### src/sarcc_pkg.sv
// Package of constants and types for the SAR conversion control block.
package sarcc_pkg;

  // ****************************************
  // Timing
  // ****************************************
  localparam int CLK_PERIOD_NS = 50;
  localparam int ACQ_TIME_NS = 1000;
  localparam int SETTLE_TIME_NS = 150;
  localparam logic [4:0] ACQ_CYCLES =
    5'((ACQ_TIME_NS + CLK_PERIOD_NS - 1) / CLK_PERIOD_NS);
  localparam logic [1:0] SETTLE_CYCLES =
    2'((SETTLE_TIME_NS + CLK_PERIOD_NS - 1) / CLK_PERIOD_NS);

  // ****************************************
  // Codes
  // ****************************************
  localparam logic [15:0] CODE_MID = 16'h8000;
  localparam logic [15:0] CODE_MAX = 16'hFFFF;
  localparam logic [15:0] CODE_MIN = 16'h0000;
  localparam logic [3:0] MSB_INDEX = 4'hF;

  // ****************************************
  // Register map and fields
  // ****************************************
  localparam logic [7:0] ADDR_CTRL = 8'h00;
  localparam logic [7:0] ADDR_STATUS = 8'h04;
  localparam logic [7:0] ADDR_RESULT = 8'h08;
  localparam logic [7:0] ADDR_INT_STATUS = 8'h0C;
  localparam logic [7:0] ADDR_INT_ENABLE = 8'h10;
  localparam logic [7:0] ADDR_INT_CLEAR = 8'h14;
  localparam int CTRL_START_BIT = 0;
  localparam int CTRL_SLEEP_BIT = 1;
  localparam int INT_DONE_BIT = 0;
  localparam int INT_OVER_BIT = 1;
  localparam int INT_UNDER_BIT = 2;
  localparam int INT_ABORT_BIT = 3;
  localparam logic [3:0] RESET_INT_ENABLE = 4'h0;

  // ****************************************
  // Synchronised pin positions
  // ****************************************
  localparam int PIN_START = 0;
  localparam int PIN_CODING = 1;
  localparam int PIN_SLEEP = 2;
  localparam int PIN_ABORT = 3;
  localparam int PIN_COMP = 4;
  localparam int PIN_OVER = 5;
  localparam int PIN_UNDER = 6;
  localparam int PIN_COUNT = 7;

  typedef enum logic [1:0] {
    SARCC_ACQ = 2'b00,
    SARCC_ARMED = 2'b01,
    SARCC_CONV = 2'b10,
    SARCC_FINISH = 2'b11
  } sarcc_phase_type;

  typedef struct packed {
    logic [6:0] meta;
    logic [6:0] stable;
  } sarcc_sync_type;

  typedef struct packed {
    sarcc_phase_type phase;
    logic [4:0] acq_cnt;
    logic [3:0] bit_idx;
    logic [1:0] settle_cnt;
    logic [15:0] sar;
    logic [15:0] raw;
    logic [15:0] result;
    logic busy;
    logic sw_closed;
    logic [3:0] int_status;
    logic [3:0] int_enable;
    logic sw_sleep;
    logic irq;
    logic [31:0] prdata;
    logic pslverr;
  } sarcc_state_type;

endpackage

### src/sarcc_sync.sv
// Two-flop synchroniser for the asynchronous pins of the conversion control block.
`timescale 1ns/10ps
module sarcc_sync (
  input wire logic CLK, // Block clock.
  input wire logic SRST, // Synchronous reset, active high.
  input wire logic [6:0] ASYNC_IN, // Pins from outside the clock domain.
  output logic [6:0] SYNC_OUT // Synchronised copies.
);
  sarcc_pkg::sarcc_sync_type st;
  sarcc_pkg::sarcc_sync_type next_st;

  always_comb begin
    next_st.meta = ASYNC_IN;
    next_st.stable = st.meta;
  end

  always_ff @(posedge CLK) begin
    if (SRST) begin
      st <= '0;
    end else begin
      st <= next_st;
    end
  end

  assign SYNC_OUT = st.stable;
endmodule

### src/sarcc_top.sv
// Control logic of a 16-bit successive-approximation converter with an APB register file.
`timescale 1ns/10ps
module sarcc_top (
  input wire logic CLK, // Block clock, 20 MHz.
  input wire logic SRST, // Synchronous reset, active high.
  input wire logic CONVERT_START_N, // Convert start pin, active low.
  input wire logic CODING_SELECT, // High for straight binary, low for twos complement.
  input wire logic SLEEP_REQUEST, // Power-down request pin, active high.
  input wire logic CONVERTER_RESET, // Converter reset pin, active high.
  input wire logic COMPARATOR, // Comparator decision, high keeps the trial bit.
  input wire logic OVER_RANGE, // Analog overrange detector.
  input wire logic UNDER_RANGE, // Analog underrange detector.
  output logic ARRAY_SAMPLE_SWITCH, // Array sampling switch, high closed.
  output logic DUMMY_SAMPLE_SWITCH, // Dummy sampling switch, high closed.
  output logic [15:0] DAC_BITS, // Array element switches, high to reference.
  output logic BUSY, // Conversion in progress.
  output logic [15:0] RESULT, // Formatted conversion result.
  output logic IRQ, // Level interrupt.
  input wire logic PSEL, // APB select.
  input wire logic PENABLE, // APB enable.
  input wire logic PWRITE, // APB direction.
  input wire logic [7:0] PADDR, // APB byte address.
  input wire logic [31:0] PWDATA, // APB write data.
  output logic [31:0] PRDATA, // APB read data.
  output logic PREADY, // APB ready.
  output logic PSLVERR // APB error.
);

  // ****************************************
  // Pin synchronisation
  // ****************************************
  logic [6:0] pins_s;

  sarcc_sync u_sync (
    .CLK(CLK),
    .SRST(SRST),
    .ASYNC_IN({UNDER_RANGE, OVER_RANGE, COMPARATOR, CONVERTER_RESET,
               SLEEP_REQUEST, CODING_SELECT, CONVERT_START_N}),
    .SYNC_OUT(pins_s)
  );

  logic start_s;
  logic coding_s;
  logic abort_s;
  logic comp_s;
  logic over_s;
  logic under_s;
  logic sleep_eff;
  logic apb_setup;
  logic apb_write;
  logic sw_start;
  logic start_req;
  logic conv_done;

  assign start_s = pins_s[sarcc_pkg::PIN_START];
  assign coding_s = pins_s[sarcc_pkg::PIN_CODING];
  assign abort_s = pins_s[sarcc_pkg::PIN_ABORT];
  assign comp_s = pins_s[sarcc_pkg::PIN_COMP];
  assign over_s = pins_s[sarcc_pkg::PIN_OVER];
  assign under_s = pins_s[sarcc_pkg::PIN_UNDER];
  assign apb_setup = PSEL && !PENABLE;
  assign apb_write = PSEL && PENABLE && PWRITE;
  assign sw_start = apb_write && (PADDR == sarcc_pkg::ADDR_CTRL)
                    && PWDATA[sarcc_pkg::CTRL_START_BIT];

  // ****************************************
  // State
  // ****************************************
  sarcc_pkg::sarcc_state_type st;
  sarcc_pkg::sarcc_state_type next_st;

  localparam sarcc_pkg::sarcc_state_type STATE_RESET = '{
    phase: sarcc_pkg::SARCC_ACQ,
    acq_cnt: sarcc_pkg::ACQ_CYCLES,
    bit_idx: 4'h0,
    settle_cnt: 2'h0,
    sar: sarcc_pkg::CODE_MIN,
    raw: sarcc_pkg::CODE_MIN,
    result: sarcc_pkg::CODE_MIN,
    busy: 1'b0,
    sw_closed: 1'b1,
    int_status: 4'h0,
    int_enable: sarcc_pkg::RESET_INT_ENABLE,
    sw_sleep: 1'b0,
    irq: 1'b0,
    prdata: 32'h0,
    pslverr: 1'b0
  };

  assign sleep_eff = pins_s[sarcc_pkg::PIN_SLEEP] || st.sw_sleep;
  assign start_req = !start_s || sw_start;
  assign conv_done = (st.phase == sarcc_pkg::SARCC_FINISH) && !abort_s;

  // ****************************************
  // Next state
  // ****************************************
  always_comb begin
    logic [3:0] new_int;
    logic [3:0] clr;
    new_int = 4'h0;
    clr = 4'h0;
    next_st = st;
    if (abort_s) begin
      // Converter reset drops back to a fresh acquisition; results and registers stay, except that the abort status bit is set if busy.
      next_st.phase = sarcc_pkg::SARCC_ACQ;
      next_st.acq_cnt = sarcc_pkg::ACQ_CYCLES;
      next_st.sar = sarcc_pkg::CODE_MIN;
      next_st.bit_idx = 4'h0;
      next_st.settle_cnt = 2'h0;
      new_int[sarcc_pkg::INT_ABORT_BIT] = st.busy;
    end else begin
      unique case (st.phase)
        sarcc_pkg::SARCC_ACQ: begin
          if (st.acq_cnt != 5'h00) begin
            next_st.acq_cnt = st.acq_cnt - 5'h01;
          end else begin
            next_st.phase = sarcc_pkg::SARCC_ARMED;
          end
        end
        sarcc_pkg::SARCC_ARMED: begin
          // A start level already low when armed starts at once.
          if (start_req && !sleep_eff) begin
            next_st.phase = sarcc_pkg::SARCC_CONV;
            next_st.sar = sarcc_pkg::CODE_MID;
            next_st.bit_idx = sarcc_pkg::MSB_INDEX;
            next_st.settle_cnt = sarcc_pkg::SETTLE_CYCLES;
          end
        end
        sarcc_pkg::SARCC_CONV: begin
          if (st.settle_cnt != 2'h0) begin
            next_st.settle_cnt = st.settle_cnt - 2'h1;
          end else begin
            next_st.sar[st.bit_idx] = comp_s;
            if (st.bit_idx == 4'h0) begin
              next_st.phase = sarcc_pkg::SARCC_FINISH;
            end else begin
              next_st.bit_idx = st.bit_idx - 4'h1;
              next_st.sar[st.bit_idx - 4'h1] = 1'b1;
              next_st.settle_cnt = sarcc_pkg::SETTLE_CYCLES;
            end
          end
        end
        sarcc_pkg::SARCC_FINISH: begin
          if (over_s) begin
            next_st.raw = sarcc_pkg::CODE_MAX;
          end else if (under_s) begin
            next_st.raw = sarcc_pkg::CODE_MIN;
          end else begin
            next_st.raw = st.sar;
          end
          if (coding_s) begin
            next_st.result = next_st.raw;
          end else begin
            next_st.result = {~next_st.raw[15], next_st.raw[14:0]};
          end
          next_st.phase = sarcc_pkg::SARCC_ACQ;
          next_st.acq_cnt = sarcc_pkg::ACQ_CYCLES;
          new_int[sarcc_pkg::INT_DONE_BIT] = 1'b1;
          new_int[sarcc_pkg::INT_OVER_BIT] = over_s;
          new_int[sarcc_pkg::INT_UNDER_BIT] = under_s && !over_s;
        end
      endcase
    end

    // Register writes take effect in the access cycle.
    if (apb_write) begin
      case (PADDR)
        sarcc_pkg::ADDR_CTRL: next_st.sw_sleep = PWDATA[sarcc_pkg::CTRL_SLEEP_BIT];
        sarcc_pkg::ADDR_INT_ENABLE: next_st.int_enable = PWDATA[3:0];
        sarcc_pkg::ADDR_INT_CLEAR: clr = PWDATA[3:0];
        default: clr = 4'h0;
      endcase
    end
    // A new event in the clearing cycle survives the clear.
    next_st.int_status = (st.int_status & ~clr) | new_int;
    next_st.irq = |(next_st.int_status & next_st.int_enable);

    // Read data and error are captured in the setup cycle.
    if (apb_setup) begin
      next_st.prdata = 32'h0;
      next_st.pslverr = 1'b0;
      case (PADDR)
        sarcc_pkg::ADDR_CTRL: next_st.prdata = {30'h0, st.sw_sleep, 1'b0};
        sarcc_pkg::ADDR_STATUS: next_st.prdata = {27'h0, st.sw_closed, sleep_eff,
                                                  st.phase, st.busy};
        sarcc_pkg::ADDR_RESULT: next_st.prdata = {16'h0, st.result};
        sarcc_pkg::ADDR_INT_STATUS: next_st.prdata = {28'h0, st.int_status};
        sarcc_pkg::ADDR_INT_ENABLE: next_st.prdata = {28'h0, st.int_enable};
        sarcc_pkg::ADDR_INT_CLEAR: next_st.prdata = 32'h0;
        default: next_st.pslverr = 1'b1;
      endcase
    end

    next_st.busy = (next_st.phase == sarcc_pkg::SARCC_CONV)
                   || (next_st.phase == sarcc_pkg::SARCC_FINISH);
    next_st.sw_closed = (next_st.phase == sarcc_pkg::SARCC_ACQ)
                        || (next_st.phase == sarcc_pkg::SARCC_ARMED);
  end

  always_ff @(posedge CLK) begin
    if (SRST) begin
      st <= STATE_RESET;
    end else begin
      st <= next_st;
    end
  end

  // ****************************************
  // Outputs
  // ****************************************
  assign ARRAY_SAMPLE_SWITCH = st.sw_closed;
  assign DUMMY_SAMPLE_SWITCH = st.sw_closed;
  assign DAC_BITS = st.sar;
  assign BUSY = st.busy;
  assign RESULT = st.result;
  assign IRQ = st.irq;
  assign PRDATA = st.prdata;
  assign PREADY = 1'b1;
  assign PSLVERR = st.pslverr;
endmodule

### config.mk
export PLATFORM = sky130hd
export DESIGN_NAME = sarcc_top
export DESIGN_NICKNAME = d
export VERILOG_FILES = /design/src/sarcc_pkg.sv /design/src/sarcc_sync.sv /design/src/sarcc_top.sv
export SDC_FILE = /design/constraint.sdc
export NUM_CORES = 1
export LEC_CHECK = 0
export BUFFER_PORTS_ARGS = -buffer_cell sky130_fd_sc_hd__clkbuf_2
export CORE_ASPECT_RATIO = 1.2
export CORE_MARGIN = 4
export CORE_UTILIZATION = 57
export DETAILED_ROUTE_END_ITERATION = 8
export PLACE_DENSITY = 0.84
export SLEW_MARGIN = 25
export SYNTH_ARGS = -nofsm -noshare
export SYNTH_HDL_FRONTEND = slang
export SYNTH_SLANG_ARGS = --single-unit
### constraint.sdc
create_clock -name CLK -period 5.65 [get_ports CLK]
set_clock_uncertainty 0.05 [all_clocks]
set_input_delay 1.13 -clock CLK [delete_from_list [all_inputs] [get_ports CLK]]
set_output_delay 1.13 -clock CLK [all_outputs]
set_load 0.005 [all_outputs]
**Word level (Yosys, flattened, before mapping)**

Cells that the tools add are included.

- Flip-flop bits (word level): 104
- Output and inout bits: 70
- Bits of input ports: 52

- Reduce and logical (&&, ||, !) cells: 34
- $lt $le $gt $ge: 4
- Muxes and demuxes: 34
- Bitwise operators: 7
- $add $sub $neg: 3
- Equality and inequality tests: 16

Operators with widths:

| kind | count |
|---|---|
| $mux W16 | 6 |
| $pmux W16 S5 | 1 |
| $mux W22 | 2 |
| $pmux W22 S2 | 1 |
| $mux W29 | 1 |
| $bwmux W16 | 1 |
| $eq A8 B4 Y1 const B | 2 |
| $eq A8 B5 Y1 const B | 2 |
| $mux W4 | 4 |
| $or A16 B16 Y16 | 1 |
| $lt A4 B5 Y1 const B | 2 |
| $mux W2 | 5 |
| $mux W5 | 2 |
| $pmux W5 S2 | 1 |
| $logic_and A1 B1 Y1 | 9 |
| $and A4 B4 Y4 | 2 |
| $demux W1 S4 | 2 |
| $eq A2 B2 Y1 const B | 4 |
| $eq A8 B3 Y1 const B | 1 |
| $ge A4 B1 Y1 const B | 2 |
| $logic_not A8 Y1 | 1 |
| $ne A2 B2 Y1 const B | 4 |
| $pmux W2 S4 | 1 |
| $mux W3 | 2 |
| 21 further kinds | 39 |

**Longest topological paths before layout**

Gate-level depths: netlist (run 1).

- Depth after elaboration: 12
- Mapped depth: 8
- Depth with buffers taken out: 7

**Cells and area by module**

Synthesis (run 1) repeated with hierarchy kept, for this count alone.

- Cells, all modules: 505
- Area, all modules: 4418.0 um2

Modules (own cells, without submodules):

| module | instances | cells an instance | area each (um2) |
|---|---|---|---|
| sarcc_top | 1 | 476 | 4010.1 |
| sarcc_sync | 1 | 29 | 407.9 |

**Least setup slack after synthesis (run 1)**

OpenSTA, ideal clock, no wires.

- Path type: in2reg
- Start point: in PADDR[4]
- End point: reg st[97] (netlist bit)
- Setup time: 0.117 ns
- Cell stages on the path: 5
- Path slack: 2.990 ns
- Path buffers: 0
- Data arrival time: 2.493 ns
- Path through: nor4_4 -> nand4_4 -> a211oi_4 -> nand2_1 -> a32o_1

- Cells in the longest elaborated chain, start to end: 7

Ends and longest elaborated chain:

| item | RTL line | text |
|---|---|---|
| from (decl) | sarcc_top.sv:22 | `input wire logic [7:0] PADDR,` |
| $logic_not A8 Y1 | sarcc_top.sv:63 | `assign sw_start = apb_write && (PADDR == sarcc_pkg::ADDR_CTRL)` |
| $logic_and A1 B1 Y1 | sarcc_top.sv:63 |  |
| $logic_and A1 B1 Y1 | sarcc_top.sv:64 | `&& PWDATA[sarcc_pkg::CTRL_START_BIT];` |
| $logic_or A1 B1 Y1 | sarcc_top.sv:91 | `assign start_req = !start_s \|\| sw_start;` |
| $logic_and A1 B1 Y1 | sarcc_top.sv:122 | `if (start_req && !sleep_eff) begin` |
| $ne A2 B2 Y1 (no line) | n/a |  |
| $reduce_and A4 Y1 (no line) | n/a |  |
| to (signal assigned) | sarcc_top.sv:204 | `st <= next_st;` |
| to (decl) | sarcc_top.sv:69 | `sarcc_pkg::sarcc_state_type st;` |

No other way between the ends.
A chain may end at the register's enable or synchronous reset.

**Worst setup path in the final report (run 1)**

Same ends and word-level chain as after synthesis.

==> impl_metrics.prom, run 1 <==
# TYPE chip_impl_metric gauge
chip_impl_metric{name="min_period",unit="ns"} 2.77
chip_impl_metric{name="timing.final.setup_violations",unit=""} 0
chip_impl_metric{name="chipWidth",unit="um"} 88.6
chip_impl_info{name="setup.worst_path.start_class",value="input port"} 1
chip_impl_metric{name="synth-edff-count",unit=""} 0
chip_impl_metric{name="num_antenna_cells",unit=""} 0
chip_impl_metric{name="detail_route.drc_violations",unit=""} 0
chip_impl_metric{name="place.port_buffers",unit=""} 76
chip_impl_metric{name="finalMaxSlewViolations",unit=""} 0
chip_impl_metric{name="global_route.usage.total",unit="%"} 20.6
chip_impl_metric{name="grt_overflow_total",unit=""} 0
chip_impl_info{name="nature_of_the_critical_path_endpoint",value="flip-flop"} 1
chip_impl_metric{name="actual_transition_at_the_worst_max_transition_pin",unit="ns"} 1.02
chip_impl_metric{name="pin_count",unit=""} 122
chip_impl_metric{name="netlist_instances",unit=""} 515
chip_impl_metric{name="start_util",unit="%"} 58.3
chip_impl_info{name="setup_repair_after_global_routing_missed_its_margin",value="false"} 1
chip_impl_metric{name="worstSkewPairLatency",unit="ns"} 0.36
chip_impl_metric{name="ctsLongestPathBuffers",unit=""} 2
chip_impl_metric{name="die-height",unit="um"} 105
chip_impl_metric{name="async_reset_ff_share",unit="%"} 0
chip_impl_info{name="crit_family",value="simple AND/OR/NAND/NOR gates"} 1
chip_impl_metric{name="timing.hold.ws",unit="ns"} 0.394
chip_impl_metric{name="comb_power_share",unit="%"} 13.1
chip_impl_metric{name="p_seq_share",unit="%"} 49.8
chip_impl_metric{name="routed-via-count",unit=""} 3575
chip_impl_metric{name="drt-vias-per-instance",unit=""} 5.80
chip_impl_metric{name="p_sw",unit="uW"} 381
chip_impl_info{name="synth_commonest_cells",value="sky130_fd_sc_hd__dfxtp_1 (88), sky130_fd_sc_hd__buf_4 (66), sky130_fd_sc_hd__a21oi_1 (57)"} 1
chip_impl_info{name="critical_path.reg2reg.startpoint",value="st[104]"} 1
chip_impl_metric{name="cp_max_fo",unit=""} 9
chip_impl_metric{name="drt-wirelength-per-cell",unit="um"} 15.4
chip_impl_metric{name="synth_seq_area_share",unit="%"} 39.7
chip_impl_info{name="postSynth.topFlopCell",value="sky130_fd_sc_hd__dfxtp_1"} 1
chip_impl_metric{name="post_cts_setup_buffers",unit=""} 0
chip_impl_metric{name="rows",unit=""} 35
chip_impl_metric{name="crit_arrival",unit="ns"} 2.98
chip_impl_info{name="critical_path_class",value="in2reg"} 1
chip_impl_metric{name="power.clock.fraction",unit="%"} 37.1
chip_impl_metric{name="drt.antenna.violating_nets",unit=""} 0
chip_impl_metric{name="detailedRoute.firstPassIterationCount",unit=""} 5
chip_impl_metric{name="worst_slew_margin_rel",unit="%"} 32.2
chip_impl_metric{name="hold_bufs_at_cts",unit=""} 0
chip_impl_metric{name="intPower",unit="uW"} 974
chip_impl_metric{name="synthDistinctLibCells",unit=""} 56
chip_impl_metric{name="finalWirelength",unit="mm"} 9.50
chip_impl_metric{name="fin_tns_setup",unit="ns"} 0
chip_impl_metric{name="cts_htree_levels",unit=""} 3
chip_impl_metric{name="place.gp.congestion",unit=""} 0.862
chip_impl_metric{name="first_global_vias",unit=""} 3289
chip_impl_metric{name="path_buf_inv",unit=""} 1
chip_impl_metric{name="layout_worst_path_cycle_share",unit="%"} 49.0
chip_impl_metric{name="nets",unit=""} 577
chip_impl_info{name="cts_tree",value="yes"} 1
chip_impl_metric{name="fmax",unit="GHz"} 0.361
chip_impl_metric{name="tritoncts_num_sinks",unit=""} 88
chip_impl_metric{name="post_synth.cell_area_avg",unit="sq um"} 8.63
chip_impl_info{name="cts-root-buf",value="sky130_fd_sc_hd__clkbuf_8"} 1
chip_impl_info{name="regToRegEndpoint",value="st[97]"} 1
chip_impl_info{name="synthTopCellsByArea",value="sky130_fd_sc_hd__dfxtp_1 (40%), sky130_fd_sc_hd__buf_4 (11%), sky130_fd_sc_hd__a21oi_1 (6.4%)"} 1
chip_impl_info{name="min-delay-path-class",value="reg2reg"} 1
chip_impl_info{name="yosysMostFrequentCell",value="sky130_fd_sc_hd__dfxtp_1"} 1
chip_impl_metric{name="die_area",unit="sq um"} 9280
chip_impl_metric{name="ff2ff_setup_slack",unit="ns"} 3.24
chip_impl_info{name="hold_end",value="u_sync.SYNC_OUT[5]"} 1
chip_impl_metric{name="synth_seq_cells",unit=""} 88
chip_impl_metric{name="grt_antenna_before_repair",unit=""} 0
chip_impl_metric{name="cpPeakStageDelay",unit="ns"} 0.54
chip_impl_metric{name="areaGrowthSynthToFinish",unit="%"} 3.97
chip_impl_metric{name="worst_setup_hold_path_clk_slew",unit="ns"} 0.09
chip_impl_info{name="cp_cell_sequence",value="clkbuf_2 > nor4_4 > nand4_4 > a211oi_4 > nand2_1 > a32o_1"} 1
chip_impl_metric{name="grt_max_degree",unit=""} 59
chip_impl_metric{name="ir_worst_vdd",unit="uV"} 176
chip_impl_metric{name="dp_hpwl",unit="mm"} 6.92
chip_impl_metric{name="yosys_warnings",unit=""} 0
chip_impl_metric{name="report.final.hold_viol_count",unit=""} 0
chip_impl_metric{name="worstRegToRegCells",unit=""} 6
chip_impl_metric{name="cts_resized",unit=""} 0
chip_impl_info{name="worst_hold_startpoint",value="u_sync.next_st[5]"} 1
chip_impl_metric{name="timing.critical_path.required",unit="ns"} 5.86
chip_impl_metric{name="power_density",unit="nW/um^2"} 293
chip_impl_metric{name="cellLeakagePower",unit="nW"} 1.74
chip_impl_metric{name="drive_above_1_share",unit="%"} 21.8
chip_impl_metric{name="p_sw_share",unit="%"} 28.1
chip_impl_info{name="run_status",value="finished clean"} 1
chip_impl_metric{name="hold_depth",unit=""} 1
chip_impl_metric{name="initialDrtViolationCount",unit=""} 236
chip_impl_info{name="synth_largest_area_cell",value="sky130_fd_sc_hd__dfxtp_1"} 1
chip_impl_metric{name="tritoncts.num_buffers",unit=""} 9
chip_impl_metric{name="core_footprint",unit="sq um"} 7620
chip_impl_metric{name="drv_cap",unit=""} 0
chip_impl_metric{name="yosys.area.top_type_share",unit="%"} 39.7
chip_impl_metric{name="critical_path_depth",unit=""} 6
chip_impl_info{name="critical_path.slowest_cell",value="sky130_fd_sc_hd__nor4_4"} 1
chip_impl_metric{name="first_pass_grt_wire_length",unit="mm"} 15.5
chip_impl_metric{name="synthesized_area",unit="sq um"} 4440
[worst register-to-register path: stages, from the launching register on]
cell                       delay (ns)
sky130_fd_sc_hd__dfxtp_1         0.43
sky130_fd_sc_hd__inv_1           0.11
sky130_fd_sc_hd__ha_1            0.49
sky130_fd_sc_hd__nor2b_1         0.33
sky130_fd_sc_hd__a211oi_4        0.52
sky130_fd_sc_hd__nand2_1         0.13
sky130_fd_sc_hd__a32o_1          0.27
[through the flow]
step | std cells | util [%] | power (mW) | worst slack [ns] | cell area, sq um
floorplan | 530 | - | 0.828 | 2.99 | 4500
global placement | 600 | 57.5 | 0.855 | 2.57 | 4380
detailed placement | 600 | 57.5 | 0.863 | 2.53 | 4380
CTS | 616 | 60.6 | 1.36 | 2.90 | 4620
global route | 616 | 60.6 | 1.42 | 2.73 | 4620
finish | 616 | 60.6 | 1.36 | 2.88 | 4620
[flip-flops by register name (all words and copies together) (netlist names)]
register and flops:
ARRAY_SAMPLE_SWITCH 1, BUSY 1, DAC_BITS 16, IRQ 1, PRDATA 16, PSLVERR 1
RESULT 16, st 22, u_sync.SYNC_OUT 7, u_sync.next_st 7
[metal layers]
| metal | wire length [um] | share of wire (%) | up-vias | GRT usage [%] |
|---|---|---|---|---|
| met2 | 4750 | 50 | 129 | 33.8 |
| met3 | 612 | 6.4 | 18 | 4.34 |
| met5 | 0 | 0 | - | 0 |
| li1 | - | - | 1761 | - |
| met4 | 176 | 1.9 | 0 | 7.45 |
| met1 | 3950 | 42 | 1667 | 26.3 |
[power by group through the flow]
stage	logic [mW]	registers [mW]	clock network, mW
final	0.177	0.675	0.503
after global routing	0.201	0.679	0.537
after CTS	0.177	0.674	0.512
after detailed placement	0.175	0.688	0
after global placement	0.169	0.686	0
after floorplan	0.156	0.672	0
[worst max path at each step]
stage,from,to,slack (ns)
5_1_grt,PADDR[4],DAC_BITS[14],2.73
3_3_place_gp,PADDR[4],PRDATA[1],2.57
3_5_place_dp,PADDR[4],st[97],2.53
6_report,PADDR[4],st[97],2.88
4_1_cts,PADDR[4],PRDATA[1],2.90
2_1_floorplan,PADDR[4],st[97],2.99
[cell usage in the layout, fill, tap and decap left out, types with 5 or more instances in the layout]
cell type,count
sky130_fd_sc_hd__a211oi_1,23
sky130_fd_sc_hd__a211oi_2,6
sky130_fd_sc_hd__a21oi_1,57
sky130_fd_sc_hd__a31oi_1,7
sky130_fd_sc_hd__clkbuf_2,76
sky130_fd_sc_hd__clkbuf_8,10
sky130_fd_sc_hd__conb_1,17
sky130_fd_sc_hd__dfxtp_1,88
sky130_fd_sc_hd__ha_1,6
sky130_fd_sc_hd__inv_1,8
sky130_fd_sc_hd__mux2i_1,6
sky130_fd_sc_hd__nand2_1,30
sky130_fd_sc_hd__nand3_1,22
sky130_fd_sc_hd__nand4_1,5
sky130_fd_sc_hd__nor2_1,42
sky130_fd_sc_hd__nor2b_1,19
sky130_fd_sc_hd__nor3_1,11
sky130_fd_sc_hd__o21ai_0,17
[kinds of logic (layout without fill, tap and decap cells)]
family / Yosys count / after routing / synth area share, %
and+or+nand+nor: 154 / 154 / 18.7
AOI/OAI and AO/OA: 149 / 149 / 23.2
buffers and inverters: 108 / 102 / 14.8
other: 2 / 17 / 0.169
DFF: 88 / 88 / 39.7
muxes: 6 / 6 / 1.35
adders and majority gates: 6 / 6 / 1.69
xor gates and xnor gates: 2 / 2 / 0.394
[layout make-up]
type	instances	area, sq um
fillers	677	3000
multi-input cells	334	2090
flip-flops and latches	88	1760
repair buffers	77	388
clock buffers	10	138
well taps	92	115
clock inverters	6	97.6
inverters	9	33.8
No activity file was read; power rests on OpenSTA's default activity.
==> inputs of run 2 (changes only) <==
--- a/config.mk
+++ b/config.mk
@@ -8,9 +8,9 @@
 export BUFFER_PORTS_ARGS = -buffer_cell sky130_fd_sc_hd__clkbuf_2
 export CORE_ASPECT_RATIO = 1.2
 export CORE_MARGIN = 4
-export CORE_UTILIZATION = 57
+export CORE_UTILIZATION = 53
 export DETAILED_ROUTE_END_ITERATION = 8
-export PLACE_DENSITY = 0.84
+export PLACE_DENSITY = 0.79
 export SLEW_MARGIN = 25
 export SYNTH_ARGS = -nofsm -noshare
 export SYNTH_HDL_FRONTEND = slang
==> constraint.sdc (replaced) <==
create_clock -name CLK -period 2.56 [get_ports CLK]
set_clock_uncertainty 0.05 [all_clocks]
set_input_delay 0.512 -clock CLK [delete_from_list [all_inputs] [get_ports CLK]]
set_output_delay 0.512 -clock CLK [all_outputs]
set_load 0.005 [all_outputs]
==> impl_metrics.prom, run 2 (synthesis gave the netlist of run 1 again) <==
# TYPE chip_impl_metric gauge
chip_impl_metric{name="drt.antenna.violating_nets",unit=""} 0
chip_impl_info{name="run_status",value="finished clean"} 1
chip_impl_metric{name="pre_cts_ws",unit="ns"} 0.271
chip_impl_info{name="nature_of_the_critical_path_endpoint",value="flip-flop"} 1
chip_impl_metric{name="drt-vias-per-instance",unit=""} 5.59
chip_impl_metric{name="first_pass_grt_wire_length",unit="mm"} 16.1
chip_impl_metric{name="worstSkewPairLatency",unit="ns"} 0.37
chip_impl_metric{name="drt-wirelength-per-cell",unit="um"} 14.8
chip_impl_metric{name="global_route.usage.total",unit="%"} 20.1
chip_impl_metric{name="ctsLongestPathBuffers",unit=""} 2
chip_impl_info{name="cts-root-buf",value="sky130_fd_sc_hd__clkbuf_8"} 1
chip_impl_info{name="crit_family",value="compound AO/OA/AOI/OAI gates"} 1
chip_impl_metric{name="cts_resized",unit=""} 0
chip_impl_metric{name="ir_worst_vdd",unit="uV"} 254
chip_impl_metric{name="core_footprint",unit="sq um"} 8150
chip_impl_metric{name="multi_input_comb_area",unit="sq um"} 2080
chip_impl_metric{name="grt_overflow_total",unit=""} 0
chip_impl_metric{name="storage_element_area",unit="sq um"} 1760
chip_impl_metric{name="hold_bufs_at_cts",unit=""} 0
chip_impl_metric{name="finalMaxSlewViolations",unit=""} 0
chip_impl_metric{name="tritoncts.num_buffers",unit=""} 9
chip_impl_metric{name="grt_max_degree",unit=""} 51
chip_impl_metric{name="fin_tns_setup",unit="ns"} 0
chip_impl_info{name="final_common_cell",value="sky130_fd_sc_hd__dfxtp_1"} 1
chip_impl_metric{name="min_period",unit="ns"} 2.22
chip_impl_metric{name="place.gp.congestion",unit=""} 0.905
chip_impl_metric{name="report.final.hold_viol_count",unit=""} 0
chip_impl_metric{name="worst_slew_margin_rel",unit="%"} 60.2
chip_impl_metric{name="tritoncts_num_sinks",unit=""} 88
chip_impl_info{name="setup.worst_path.start_class",value="flip-flop"} 1
chip_impl_metric{name="timing.hold.ws",unit="ns"} 0.300
chip_impl_info{name="cts_tree",value="yes"} 1
chip_impl_metric{name="dp_hpwl",unit="mm"} 7.10
chip_impl_metric{name="cts_htree_levels",unit=""} 3
chip_impl_metric{name="largest_register_ffs",unit=""} 22
chip_impl_metric{name="worst_setup_hold_path_clk_slew",unit="ns"} 0.09
chip_impl_metric{name="first_global_vias",unit=""} 3399
chip_impl_metric{name="pin_count",unit=""} 122
chip_impl_metric{name="num_antenna_cells",unit=""} 0
chip_impl_metric{name="actual_transition_at_the_worst_max_transition_pin",unit="ns"} 0.596
chip_impl_info{name="largest-register",value="st"} 1
chip_impl_metric{name="drive_above_1_share",unit="%"} 23.6
chip_impl_info{name="setup_repair_after_global_routing_missed_its_margin",value="false"} 1
chip_impl_metric{name="drv_cap",unit=""} 0
chip_impl_metric{name="cp_max_fo",unit=""} 6
chip_impl_metric{name="fmax",unit="GHz"} 0.450
chip_impl_metric{name="chipWidth",unit="um"} 91.6
chip_impl_info{name="cp_cell_sequence",value="or3_1 > and2_0 > a2111oi_4 > a31oi_1 > a211oi_2"} 1
chip_impl_metric{name="path_buf_inv",unit=""} 0
chip_impl_metric{name="power_density",unit="nW/um^2"} 634
chip_impl_metric{name="areaGrowthSynthToFinish",unit="%"} 6.62
chip_impl_metric{name="die-height",unit="um"} 108
chip_impl_metric{name="setup_slack",unit="ns"} 0.340
chip_impl_metric{name="initialDrtViolationCount",unit=""} 327
chip_impl_metric{name="cellLeakagePower",unit="nW"} 1.81
chip_impl_metric{name="post_cts_setup_buffers",unit=""} 0
chip_impl_metric{name="cpPeakStageDelay",unit="ns"} 0.58
chip_impl_metric{name="die_area",unit="sq um"} 9920
chip_impl_metric{name="rows",unit=""} 36
chip_impl_metric{name="nets",unit=""} 591
chip_impl_info{name="min-delay-path-class",value="in2reg"} 1
chip_impl_metric{name="crit_arrival",unit="ns"} 2.46
chip_impl_metric{name="place.port_buffers",unit=""} 76
chip_impl_metric{name="timing.critical_path.required",unit="ns"} 2.80
chip_impl_info{name="critical_path_class",value="reg2reg"} 1
chip_impl_metric{name="finalWirelength",unit="mm"} 9.68
chip_impl_metric{name="detailedRoute.firstPassIterationCount",unit=""} 5
chip_impl_metric{name="start_util",unit="%"} 54.5
chip_impl_info{name="critical_path.slowest_cell",value="sky130_fd_sc_hd__a2111oi_4"} 1
chip_impl_metric{name="layout_worst_path_cycle_share",unit="%"} 86.7
chip_impl_metric{name="timing.final.setup_violations",unit=""} 0
chip_impl_info{name="layout.cells.most_common_list",value="sky130_fd_sc_hd__dfxtp_1 (88), sky130_fd_sc_hd__clkbuf_2 (76), sky130_fd_sc_hd__a21oi_1 (57), sky130_fd_sc_hd__nor2_1 (42), sky130_fd_sc_hd__nand2_1 (30)"} 1
chip_impl_metric{name="layout.filler_cells",unit=""} 720
chip_impl_metric{name="grt_antenna_before_repair",unit=""} 0
chip_impl_metric{name="routed-via-count",unit=""} 3645
chip_impl_metric{name="detail_route.drc_violations",unit=""} 0
## run 2: cell count changes in the layout (fill, tap and decap cells not counted)
cell	previous run	this run
sky130_fd_sc_hd__nor2b_2	0	1
sky130_fd_sc_hd__clkbuf_1	0	1
sky130_fd_sc_hd__clkbuf_8	10	9
sky130_fd_sc_hd__buf_4	1	15
sky130_fd_sc_hd__nor2b_4	1	0
## run 2: layout make-up
cell class	count	area share, %
Tap cell	114	3.01
Sequential cell	88	37.2
Inverter	9	0.713
Multi-Input combinational cell	334	43.9
Timing Repair Buffer	91	10.4
Clock inverter	6	2.06
Clock buffer	10	2.69
## run 2: worst register-to-register path: stages (launching register included)
cell	delay, ns
sky130_fd_sc_hd__dfxtp_1	0.35
sky130_fd_sc_hd__or3_1	0.40
sky130_fd_sc_hd__and2_0	0.36
sky130_fd_sc_hd__a2111oi_4	0.58
sky130_fd_sc_hd__a31oi_1	0.18
sky130_fd_sc_hd__a211oi_2	0.22
## run 2: final timing paths
check | cells after the start | slack (ns) | startpoint | end
max | 5 | 0.34 | st[34] | DAC_BITS[12]
min | 2 | 0.30 | CODING_SELECT | u_sync.next_st[1]
max reg2reg | 5 | 0.34 | st[34] | DAC_BITS[12]
min reg2reg | 1 | 0.39 | u_sync.next_st[6] | u_sync.SYNC_OUT[6]
## run 2: stage by stage
| step | instances | power, mW | util, % | area [sq um] |
|---|---|---|---|---|
| floorplan | 530 | 1.83 | - | 4500 |
| global placement | 636 | 1.91 | 55.3 | 4510 |
| detailed placement | 636 | 1.93 | 55.3 | 4510 |
| CTS | 652 | 3.02 | 58.1 | 4740 |
| global route | 652 | 3.14 | 58.1 | 4740 |
| finish | 652 | 3.00 | 58.1 | 4740 |
## run 2: metal layers
layer	global-route usage [%]	share of wire [%]
met5	0	0
met1	23.3	40
met2	33.7	50
met4	11.4	3.3
met3	5.08	6.7
## run 2: power by group
group          total, mW  internal, mW  leakage (nW)  switching (mW)
registers           1.49          1.42         0.714          0.0697
clock network       1.10         0.568         0.114           0.529
logic              0.419         0.155         0.984           0.264
